$ cat src/gpc_regs.svh
// Register offsets, field positions, reset values and timing counts of the graphics power and clock control
`ifndef GPC_REGS_SVH
`define GPC_REGS_SVH

// Configuration port byte offsets
`define GPC_PWR_OFFSET 8'hd4
`define GPC_CLK_OFFSET 8'hf0

// Power control and status fields
`define GPC_PWR_LSB 0
`define GPC_PWR_MSB 1
`define GPC_WAKE_EN_BIT 8
`define GPC_WAKE_STS_BIT 15
`define GPC_PWR_RESET 16'h0000

// Power level codes
`define GPC_LEVEL_D0 2'h0
`define GPC_LEVEL_D1 2'h1
`define GPC_LEVEL_D2 2'h2
`define GPC_LEVEL_D3 2'h3

// Clock control fields
`define GPC_DISP_GATE_BIT 9
`define GPC_REND_GATE_BIT 8
`define GPC_DISP_SEL_BIT 6
`define GPC_REND_SEL_LSB 4
`define GPC_REND_SEL_MSB 5
`define GPC_CLK_WMASK 16'h0370
`define GPC_CLK_RESET 16'h0000

// Render select codes
`define GPC_SEL_HIGH 2'h0
`define GPC_SEL_LOW 2'h1

// Core low clock as a divided enable of the 125 MHz device clock
`define GPC_CLK_PERIOD_NS 8
`define GPC_LOW_PERIOD_NS 32
`define GPC_LOW_DIV (`GPC_LOW_PERIOD_NS / `GPC_CLK_PERIOD_NS)

`endif

$ cat src/gpc_pkg.sv
// Types shared by the graphics power and clock control modules
package gpc_pkg;

  // Clock trunk controls as held in the clock control register
  typedef struct packed {
    logic displayGate;
    logic renderGate;
    logic displaySel;
    logic [1:0] renderSel;
  } gpc_clk_ctrl_t;

endpackage

$ cat src/gpc_clk_if.sv
// Trunk control bundle from the register block to the clock steering logic
`timescale 1ns/1ps
`default_nettype none

interface gpc_clk_if;
  gpc_pkg::gpc_clk_ctrl_t ctrl;

  modport source (output ctrl);
  modport sink (input ctrl);
endinterface

`default_nettype wire

$ cat src/gpc_clock_steer.sv
// Clock steering: source selection and gating of the render and display trunk enables
`timescale 1ns/1ps
`default_nettype none
`include "gpc_regs.svh"

module gpc_clock_steer (
  input wire logic clock,
  input wire logic sys_rst,
  gpc_clk_if.sink trunk,
  output logic renderClkEn,
  output logic displayClkEn
);

  localparam int LowDiv = `GPC_LOW_DIV;

  logic [3:0] divCnt_r;
  logic [3:0] divCnt_nxt;
  logic renderClkEn_r;
  logic renderClkEn_nxt;
  logic displayClkEn_r;
  logic displayClkEn_nxt;
  logic lowTick;
  logic highTick;

  // Core high clock runs at device rate; low clock is a divided pulse
  always_comb begin
    highTick = 1'b1;
    lowTick = (divCnt_r == 4'(LowDiv - 1));
    divCnt_nxt = lowTick ? 4'h0 : divCnt_r + 4'h1;
  end

  // Reserved render codes give no clock rather than an undefined one
  always_comb begin
    renderClkEn_nxt = 1'b0;
    if (!trunk.ctrl.renderGate) begin
      unique case (trunk.ctrl.renderSel)
        `GPC_SEL_HIGH: renderClkEn_nxt = highTick;
        `GPC_SEL_LOW: renderClkEn_nxt = lowTick;
        default: renderClkEn_nxt = 1'b0;
      endcase
    end
    displayClkEn_nxt = 1'b0;
    if (!trunk.ctrl.displayGate) begin
      displayClkEn_nxt = trunk.ctrl.displaySel ? lowTick : highTick;
    end
  end

  // Registered enables keep the trunk outputs glitch free
  always_ff @(posedge clock) begin
    if (sys_rst) begin
      divCnt_r <= 4'h0;
      renderClkEn_r <= 1'b0;
      displayClkEn_r <= 1'b0;
    end else begin
      divCnt_r <= divCnt_nxt;
      renderClkEn_r <= renderClkEn_nxt;
      displayClkEn_r <= displayClkEn_nxt;
    end
  end

  assign renderClkEn = renderClkEn_r;
  assign displayClkEn = displayClkEn_r;

  property p_render_gate;
    @(posedge clock) disable iff (sys_rst)
    trunk.ctrl.renderGate |=> !renderClkEn;
  endproperty
  a_render_gate: assert property (p_render_gate) else $error("render trunk ran while gated");

  property p_display_gate;
    @(posedge clock) disable iff (sys_rst)
    trunk.ctrl.displayGate[*2] |-> !displayClkEn;
  endproperty
  a_display_gate: assert property (p_display_gate) else $error("display trunk ran while gated");

  property p_display_high;
    @(posedge clock) disable iff (sys_rst)
    (!trunk.ctrl.displayGate && !trunk.ctrl.displaySel) |=> displayClkEn;
  endproperty
  a_display_high: assert property (p_display_high) else $error("display high clock missing");

  property p_render_low;
    @(posedge clock) disable iff (sys_rst)
    (!trunk.ctrl.renderGate && trunk.ctrl.renderSel == `GPC_SEL_LOW && !lowTick) |=> !renderClkEn;
  endproperty
  a_render_low: assert property (p_render_low) else $error("render low clock too fast");

endmodule

`default_nettype wire

$ cat src/gpc_power_clock_ctrl.sv
// Graphics power level and core clock trunk control registers on the configuration port
`timescale 1ns/1ps
`default_nettype none
`include "gpc_regs.svh"

module gpc_power_clock_ctrl (
  input wire logic clock,
  input wire logic sys_rst,
  input wire logic cfgWrEn,
  input wire logic cfgRdEn,
  input wire logic [7:0] cfgAddr,
  input wire logic [1:0] cfgByteEn,
  input wire logic [15:0] cfgWrData,
  output logic [15:0] cfgRdData,
  output logic cfgAck,
  output logic [1:0] powerLevel,
  output logic gfxResetPulse,
  output logic renderClkEn,
  output logic displayClkEn,
  output logic selectFault
);

  gpc_clk_if trunk ();

  logic [1:0] powerLevel_r;
  logic [1:0] powerLevel_nxt;
  gpc_pkg::gpc_clk_ctrl_t clkCtrl_r;
  gpc_pkg::gpc_clk_ctrl_t clkCtrl_nxt;
  logic gfxResetPulse_r;
  logic gfxResetPulse_nxt;
  logic [15:0] cfgRdData_r;
  logic [15:0] cfgRdData_nxt;
  logic cfgAck_r;
  logic cfgAck_nxt;
  logic selectFault_r;
  logic selectFault_nxt;
  logic hitPwrCtl;
  logic hitClkCtl;
  logic [15:0] pwrView;
  logic [15:0] clkView;
  logic [15:0] clkMerged;
  logic [1:0] newLevel;
  logic levelLegal;

  // Address decode; anything else reads zero and drops writes
  always_comb begin
    hitPwrCtl = (cfgAddr == `GPC_PWR_OFFSET);
    hitClkCtl = (cfgAddr == `GPC_CLK_OFFSET);
  end

  // Read images; only the implemented fields are ever nonzero
  always_comb begin
    pwrView = 16'h0000;
    pwrView[`GPC_PWR_MSB:`GPC_PWR_LSB] = powerLevel_r;
    pwrView[`GPC_WAKE_EN_BIT] = 1'b0;
    pwrView[`GPC_WAKE_STS_BIT] = 1'b0;
    clkView = 16'h0000;
    clkView[`GPC_DISP_GATE_BIT] = clkCtrl_r.displayGate;
    clkView[`GPC_REND_GATE_BIT] = clkCtrl_r.renderGate;
    clkView[`GPC_DISP_SEL_BIT] = clkCtrl_r.displaySel;
    clkView[`GPC_REND_SEL_MSB:`GPC_REND_SEL_LSB] = clkCtrl_r.renderSel;
  end

  // Byte lane merge of a clock control write; reserved bits masked off
  always_comb begin
    clkMerged = clkView;
    if (cfgByteEn[0]) begin
      clkMerged[7:0] = cfgWrData[7:0];
    end
    if (cfgByteEn[1]) begin
      clkMerged[15:8] = cfgWrData[15:8];
    end
    clkMerged = clkMerged & `GPC_CLK_WMASK;
  end

  // Power level update; D2 is not supported so its code is refused
  always_comb begin
    newLevel = cfgWrData[`GPC_PWR_MSB:`GPC_PWR_LSB];
    levelLegal = (newLevel == `GPC_LEVEL_D0) || (newLevel == `GPC_LEVEL_D1) || (newLevel == `GPC_LEVEL_D3);
    powerLevel_nxt = powerLevel_r;
    gfxResetPulse_nxt = 1'b0;
    if (cfgWrEn && hitPwrCtl && cfgByteEn[0]) begin
      if (levelLegal) begin
        powerLevel_nxt = newLevel;
        // Waking from D3 to D0 returns the clock control register to its reset value
        gfxResetPulse_nxt = (powerLevel_r == `GPC_LEVEL_D3) && (newLevel == `GPC_LEVEL_D0);
      end
    end
  end

  // Clock control update; the D3 wake reset takes precedence over a write
  always_comb begin
    clkCtrl_nxt = clkCtrl_r;
    if (gfxResetPulse_r) begin
      clkCtrl_nxt = '0;
    end else if (cfgWrEn && hitClkCtl) begin
      clkCtrl_nxt.displayGate = clkMerged[`GPC_DISP_GATE_BIT];
      clkCtrl_nxt.renderGate = clkMerged[`GPC_REND_GATE_BIT];
      clkCtrl_nxt.displaySel = clkMerged[`GPC_DISP_SEL_BIT];
      clkCtrl_nxt.renderSel = clkMerged[`GPC_REND_SEL_MSB:`GPC_REND_SEL_LSB];
    end
  end

  // Sticky flag for a selection change that broke the software sequence.
  // The hardware does not block it; the flag only helps bring-up debug.
  always_comb begin
    selectFault_nxt = selectFault_r;
    if (cfgWrEn && hitClkCtl && !gfxResetPulse_r) begin
      if (clkCtrl_nxt.renderSel != clkCtrl_r.renderSel && !clkCtrl_r.renderGate) begin
        selectFault_nxt = 1'b1;
      end
      if (clkCtrl_nxt.renderSel[1]) begin
        selectFault_nxt = 1'b1;
      end
      if (clkCtrl_nxt.displaySel != clkCtrl_r.displaySel &&
          !(clkCtrl_r.renderGate && clkCtrl_r.displayGate)) begin
        selectFault_nxt = 1'b1;
      end
      if (clkCtrl_nxt.displaySel && clkCtrl_nxt.renderSel != `GPC_SEL_LOW) begin
        selectFault_nxt = 1'b1;
      end
    end
  end

  // Read data and acknowledge; every access is answered next cycle
  always_comb begin
    cfgAck_nxt = cfgWrEn || cfgRdEn;
    cfgRdData_nxt = 16'h0000;
    if (cfgRdEn) begin
      if (hitPwrCtl) begin
        cfgRdData_nxt = pwrView;
      end else if (hitClkCtl) begin
        cfgRdData_nxt = clkView;
      end
    end
  end

  // State registers, all cleared by device reset
  always_ff @(posedge clock) begin
    if (sys_rst) begin
      powerLevel_r <= `GPC_LEVEL_D0;
      clkCtrl_r <= '0;
      gfxResetPulse_r <= 1'b0;
      cfgRdData_r <= 16'h0000;
      cfgAck_r <= 1'b0;
      selectFault_r <= 1'b0;
    end else begin
      powerLevel_r <= powerLevel_nxt;
      clkCtrl_r <= clkCtrl_nxt;
      gfxResetPulse_r <= gfxResetPulse_nxt;
      cfgRdData_r <= cfgRdData_nxt;
      cfgAck_r <= cfgAck_nxt;
      selectFault_r <= selectFault_nxt;
    end
  end

  assign trunk.ctrl = clkCtrl_r;
  assign cfgRdData = cfgRdData_r;
  assign cfgAck = cfgAck_r;
  assign powerLevel = powerLevel_r;
  assign gfxResetPulse = gfxResetPulse_r;
  assign selectFault = selectFault_r;

  // Trunk enables from the selected core clock
  gpc_clock_steer steer (
    .clock(clock),
    .sys_rst(sys_rst),
    .trunk(trunk),
    .renderClkEn(renderClkEn),
    .displayClkEn(displayClkEn)
  );

  property p_level_write;
    @(posedge clock) disable iff (sys_rst)
    (cfgWrEn && hitPwrCtl && cfgByteEn[0] && cfgWrData[1:0] != `GPC_LEVEL_D2) |=> (powerLevel == $past(cfgWrData[1:0]));
  endproperty
  a_level_write: assert property (p_level_write) else $error("power level write not taken");

  property p_level_refuse;
    @(posedge clock) disable iff (sys_rst)
    (cfgWrEn && hitPwrCtl && cfgWrData[1:0] == `GPC_LEVEL_D2) |=> ($stable(powerLevel) && cfgAck);
  endproperty
  a_level_refuse: assert property (p_level_refuse) else $error("unsupported level not dropped");

  property p_wake_reset;
    @(posedge clock) disable iff (sys_rst)
    (cfgWrEn && hitPwrCtl && cfgByteEn[0] && powerLevel == `GPC_LEVEL_D3 && cfgWrData[1:0] == `GPC_LEVEL_D0)
      |=> gfxResetPulse ##1 (!gfxResetPulse && clkCtrl_r == '0);
  endproperty
  a_wake_reset: assert property (p_wake_reset) else $error("D3 to D0 reset missing");

  property p_wake_status;
    @(posedge clock) disable iff (sys_rst)
    (cfgRdEn && hitPwrCtl) |=> (cfgAck && !cfgRdData[15] && cfgRdData[1:0] == powerLevel);
  endproperty
  a_wake_status: assert property (p_wake_status) else $error("wake status bit not zero");

  property p_wake_enable;
    @(posedge clock) disable iff (sys_rst)
    (cfgRdEn && hitPwrCtl) |=> (cfgAck && !cfgRdData[8]);
  endproperty
  a_wake_enable: assert property (p_wake_enable) else $error("wake enable bit not zero");

  property p_reserved;
    @(posedge clock) disable iff (sys_rst)
    (cfgRdEn && (hitClkCtl || hitPwrCtl)) |=> ((cfgRdData & 16'h7efc) == 16'h0000 || $past(hitClkCtl))
      && ((cfgRdData & 16'hfc8f) == 16'h0000 || $past(hitPwrCtl));
  endproperty
  a_reserved: assert property (p_reserved) else $error("reserved bits not zero");

  property p_reset_clear;
    @(posedge clock) sys_rst |=> (powerLevel == `GPC_LEVEL_D0 && clkCtrl_r == '0 && !cfgAck);
  endproperty
  a_reset_clear: assert property (p_reset_clear) else $error("registers not cleared by reset");

  property p_gate_write;
    @(posedge clock) disable iff (sys_rst)
    (cfgWrEn && hitClkCtl && cfgByteEn[1] && !gfxResetPulse) |=>
      (clkCtrl_r.renderGate == $past(cfgWrData[8]) && clkCtrl_r.displayGate == $past(cfgWrData[9]));
  endproperty
  a_gate_write: assert property (p_gate_write) else $error("gate bits not written");

  property p_sel_write;
    @(posedge clock) disable iff (sys_rst)
    (cfgWrEn && hitClkCtl && cfgByteEn[0] && !gfxResetPulse) |=>
      (clkCtrl_r.renderSel == $past(cfgWrData[5:4]) && clkCtrl_r.displaySel == $past(cfgWrData[6]));
  endproperty
  a_sel_write: assert property (p_sel_write) else $error("select fields not written");

  property p_unmapped;
    @(posedge clock) disable iff (sys_rst)
    (cfgRdEn && !hitPwrCtl && !hitClkCtl) |=> (cfgAck && cfgRdData == 16'h0000);
  endproperty
  a_unmapped: assert property (p_unmapped) else $error("unmapped read not zero");

  // Every request is answered exactly once, one cycle later
  property p_ack_pulse;
    @(posedge clock) disable iff (sys_rst)
    1'b1 |=> (cfgAck == $past(cfgWrEn || cfgRdEn));
  endproperty
  a_ack_pulse: assert property (p_ack_pulse) else $error("acknowledge not one cycle after request");

  // Read data is zero outside an answered read
  property p_idle_data;
    @(posedge clock) disable iff (sys_rst)
    !cfgRdEn |=> (cfgRdData == 16'h0000);
  endproperty
  a_idle_data: assert property (p_idle_data) else $error("read data not zero when idle");

  // Level holds unless a low lane write reaches it
  property p_level_hold;
    @(posedge clock) disable iff (sys_rst)
    !(cfgWrEn && hitPwrCtl && cfgByteEn[0]) |=> $stable(powerLevel);
  endproperty
  a_level_hold: assert property (p_level_hold) else $error("power level changed without write");

  // Wake reset lasts a single cycle
  property p_pulse_one;
    @(posedge clock) disable iff (sys_rst)
    gfxResetPulse |=> !gfxResetPulse;
  endproperty
  a_pulse_one: assert property (p_pulse_one) else $error("wake reset pulse too long");

  // Clock control readback matches the held trunk controls
  property p_clk_readback;
    @(posedge clock) disable iff (sys_rst)
    (cfgRdEn && hitClkCtl) |=> (cfgRdData[9] == $past(clkCtrl_r.displayGate)
      && cfgRdData[8] == $past(clkCtrl_r.renderGate) && cfgRdData[6] == $past(clkCtrl_r.displaySel)
      && cfgRdData[5:4] == $past(clkCtrl_r.renderSel));
  endproperty
  a_clk_readback: assert property (p_clk_readback) else $error("clock control readback wrong");

  // Debug flag never clears outside reset
  property p_fault_sticky;
    @(posedge clock) disable iff (sys_rst)
    selectFault |=> selectFault;
  endproperty
  a_fault_sticky: assert property (p_fault_sticky) else $error("select fault flag cleared");

  // Render select changed while its trunk was running
  property p_fault_render;
    @(posedge clock) disable iff (sys_rst)
    (cfgWrEn && hitClkCtl && cfgByteEn[0] && !gfxResetPulse && !clkCtrl_r.renderGate
      && cfgWrData[5:4] != clkCtrl_r.renderSel) |=> selectFault;
  endproperty
  a_fault_render: assert property (p_fault_render) else $error("ungated render change not flagged");

  // Reserved render select code written
  property p_fault_reserved;
    @(posedge clock) disable iff (sys_rst)
    (cfgWrEn && hitClkCtl && cfgByteEn[0] && !gfxResetPulse && cfgWrData[5]) |=> selectFault;
  endproperty
  a_fault_reserved: assert property (p_fault_reserved) else $error("reserved render code not flagged");

  // Display low clock chosen while render is not on the low clock
  property p_fault_display;
    @(posedge clock) disable iff (sys_rst)
    (cfgWrEn && hitClkCtl && cfgByteEn[0] && !gfxResetPulse && cfgWrData[6]
      && cfgWrData[5:4] != `GPC_SEL_LOW) |=> selectFault;
  endproperty
  a_fault_display: assert property (p_fault_display) else $error("illegal display select not flagged");

endmodule

`default_nettype wire

$ cat config.mk
export PLATFORM = sky130hd
export DESIGN_NAME = gpc_power_clock_ctrl
export DESIGN_NICKNAME = d
export VERILOG_FILES = /design/src/gpc_pkg.sv /design/src/gpc_clk_if.sv /design/src/gpc_clock_steer.sv /design/src/gpc_power_clock_ctrl.sv
export VERILOG_INCLUDE_DIRS = /design/src
export SDC_FILE = /design/constraint.sdc
export NUM_CORES = 1
export LEC_CHECK = 0
export BUFFER_PORTS_ARGS = -buffer_cell sky130_fd_sc_hd__buf_2
export CAP_MARGIN = 5
export CORE_AREA = 2 2 53 55
export CTS_CLUSTER_DIAMETER = 80
export DETAILED_ROUTE_END_ITERATION = 12
export DIE_AREA = 0 0 55 57
export PLACE_DENSITY = 0.74
export REMOVE_ABC_BUFFERS = 1
export SYNTH_ARGS = -nofsm -noshare
export SYNTH_HDL_FRONTEND = slang
export SYNTH_HIERARCHICAL = 1
export SYNTH_SLANG_ARGS = --single-unit
$ cat constraint.sdc
create_clock -name clock -period 1.7 [get_ports clock]
set_clock_uncertainty 0.05 [all_clocks]
set_input_delay 0 -clock clock [delete_from_list [all_inputs] [get_ports clock]]
set_output_delay 0 -clock clock [all_outputs]
set_load 0.02 [all_outputs]
==> flow_metrics.env <==
export IMPL_hpwlAfterDp_um=1620
export IMPL_synth_top_family_by_area="simple AND/OR/NAND/NOR gates"
export IMPL_start_util=0.407
export IMPL_dr_pass1_iters=4
export IMPL_die_area_um2=3140
export IMPL_setup_viol=0
export IMPL_syn_avg_cell_area_um2=10.0
export IMPL_worstPathArrival_ns=1.69
export IMPL_die_w_um=55
export IMPL_synth_adder_area_share=0.0118
export IMPL_path_cells="dlygate4sd3_1, buf_2, and4bb_2, nand4_4, nor3_2, nor3_1, a311oi_1"
export IMPL_yosys_warnings=6
export IMPL_ys_ff_latch=23
export IMPL_yosysSeqAreaShare=0.432
export IMPL_grt_max_degree=20
export IMPL_area_delta_synth_final_pct=28.8
export IMPL_rsz0062_at_grt="no"
export IMPL_drcViolationCount=0
export IMPL_r2r_setup_slack_ns=0.25
export IMPL_post_cts_buffers=0
export IMPL_worst_setup_path_end_kind="flip-flop"
export IMPL_h_tree_depth=1
export IMPL_hold_class="primary input to flip-flop"
export IMPL_synth_compound_area_frac=0.0964
export IMPL_clk_pin_slew_ns=0.12
export IMPL_die_height_um=57
export IMPL_gp_congestion=0.805
export IMPL_tns_ns=0
export IMPL_synth_cells=106
export IMPL_synth_area_um2=1060
export IMPL_wirelength_um=2090
export IMPL_core_area_um2=2620
export IMPL_clockBufferDepth=2
export IMPL_layout_min_cycle_time_ns=1.53
export IMPL_drtIter0Drc=4
export IMPL_nNetsFinal=185
export IMPL_rr_worst_depth=3
export IMPL_cts_root_buf="clkbuf_4"
export IMPL_wl_per_cell_um=11.3
export IMPL_slowest_stage="dlygate4sd3_1"
export IMPL_clock_latency_ns=0.30
export IMPL_grt_pass1_vias=869
export IMPL_synth_simple_area_share=0.287
export IMPL_antenna_cells=0
export IMPL_worstSetupStartpointType="primary input"
export IMPL_holdWs_ns=0.0318
export IMPL_final_cell_mix="buf_2 (34), dfxtp_1 (23), dlygate4sd3_1 (11), conb_1 (9), nor3_1 (8)"
export IMPL_hold_path_cell_count=3
export IMPL_synth_cell_types=35
export IMPL_grt_use_total=0.152
export IMPL_hp_start="cfgWrEn"
export IMPL_grt_ovfl_total=0
export IMPL_post_cts_resized=0
export IMPL_muxShareOfSynthArea=0.0870
export IMPL_vias=910
export IMPL_grt_pass1_wl_um=3540
export IMPL_synth_area_top_cells="dfxtp_1 (43%), mux2i_1 (6.6%), buf_4 (6.3%), and2_1 (4.1%), nor3_1 (3.8%)"
export IMPL_drv_slew=0
export IMPL_cts_sinks=23
export IMPL_antenna_found_initial=0
export IMPL_cts_tree="built"
export IMPL_status="finished clean"
export IMPL_final_common_cell="buf_2"
export IMPL_io_pins=53
export IMPL_rr_startpoint="steer/divCnt_r[0]"
export IMPL_cp_max_fo=7
export IMPL_crit_path_max_incr_delay_ns=0.53
export IMPL_crit_required_ns=1.86
export IMPL_holdPathEnd="selectFault"
export IMPL_vias_per_cell=4.95
export IMPL_maxCapViolations=0
export IMPL_p_leak_nw=0.651
export IMPL_finalHoldViolCount=0
export IMPL_antenna_left=0
export IMPL_portBuffers=34
export IMPL_max_freq_ghz=0.656
export IMPL_placement_rows=19
export IMPL_period_share=0.897
export IMPL_ir_drop_mv=0.581
export IMPL_r2r_end="steer/renderClkEn"
export IMPL_powerDensity_nw_per_um2=660
export IMPL_netlist_area_leader_share=0.432
export IMPL_synth_xor_area_share=0
export IMPL_criticalPathCategory="primary input to flip-flop"
export IMPL_cts_buffers=3
export IMPL_yosys_area_top_type="dfxtp_1"
export IMPL_drive_gt1_frac=0.320
-- Yosys cell counts --
| master | n |
|---|---|
| nor3_1 | 8 |
| clkbuf_1 | 1 |
| nor2_1 | 7 |
| mux2i_1 | 7 |
| nand2b_1 | 2 |
| nand2_1 | 2 |
| a31oi_1 | 1 |
| nor2b_1 | 1 |
| o211ai_1 | 1 |
| a211oi_1 | 1 |
| and4bb_2 | 3 |
| and2_1 | 7 |
| and2_2 | 1 |
| and4b_2 | 1 |
| o21a_1 | 1 |
| a311oi_1 | 1 |
| nor3_2 | 1 |
| nand4_4 | 1 |
| nor4bb_1 | 1 |
| mux2_2 | 2 |
| conb_1 | 1 |
| nor3b_1 | 2 |
| inv_1 | 3 |
| buf_2 | 1 |
| nand3b_1 | 1 |
| or3b_4 | 1 |
| a2111oi_4 | 1 |
| nand3_1 | 4 |
| ha_1 | 1 |
| o31ai_1 | 1 |
| buf_4 | 9 |
| dfxtp_1 | 23 |
| and3b_1 | 1 |
| nand4b_1 | 1 |
| a21oi_1 | 6 |
-- worst max-delay path, delay by kind of cell --
kind,cells,cell delay (ns)
buf+inv,2,0.67
compound gates,1,0.26
simple gates,4,0.76
-- through the flow --
step / setup WS, ns / area (um2) / power [mW] / cells / util
6_report: 0.175 / 1370 / 0.905 / 184 / 0.524
4_1_cts: 0.179 / 1370 / 0.915 / 184 / 0.524
5_1_grt: 0.0960 / 1370 / 0.954 / 184 / 0.524
2_1_floorplan: 0.290 / 1020 / 0.618 / 103 / -
3_3_place_gp: 0.307 / 1230 / 0.660 / 169 / 0.472
3_5_place_dp: 0.262 / 1230 / 0.664 / 169 / 0.472
-- routing by layer --
metal	vias to the layer above	routed length (um)	GRT usage
met4	0	17	0.0627
li1	455	-	-
met2	29	1110	0.267
met5	-	0	0
met1	424	843	0.171
met3	2	116	0.0340
-- state kept, by name (all words and copies together) (netlist names) --
register	flops
steer/renderClkEn	1
steer/divCnt_r	4
gfxResetPulse	1
clkCtrl_r	5
powerLevel	2
cfgAck	1
steer/displayClkEn	1
selectFault	1
cfgRdData	7
-- cells by family after synthesis --
logic type | Yosys count
simple gates | 45
flops | 23
fa+ha+maj | 1
other cells | 1
buf+inv | 14
compound gates | 13
mux | 9
-- worst max-delay path by stage --
stage / start / to / slack [ns]
final: cfgAddr[2] / selectFault / 0.17
after global routing: cfgAddr[2] / selectFault / 0.1
after CTS: cfgAddr[2] / selectFault / 0.18
after detailed placement: steer/divCnt_r[0] / steer/renderClkEn / 0.26
after global placement: steer/divCnt_r[0] / steer/renderClkEn / 0.31
after floorplan: gfxResetPulse / selectFault / 0.29
-- where the power goes --
group / leakage [nW] / switching (mW) / internal [mW] / total (mW)
clock network: 0.0150 / 0.144 / 0.0913 / 0.236
registers: 0.187 / 0.00468 / 0.549 / 0.554
logic: 0.449 / 0.0610 / 0.0546 / 0.116
-- cell type report --
cell class | instances | area, um2
repair buffers | 46 | 288
multi-input cells | 77 | 547
clock buffers | 4 | 26.3
inverters | 3 | 11.3
well taps | 31 | 38.8
fillers | 261 | 1240
flip-flops and latches | 23 | 460
-- timing repair --
item / 4_1_cts / 5_1_grt
endpoints found under the hold margin: 9 / 0
setup endpoints to repair: 0 / 0
hold buffers: 11 / 0
No activity file was read; power rests on OpenSTA's default activity.
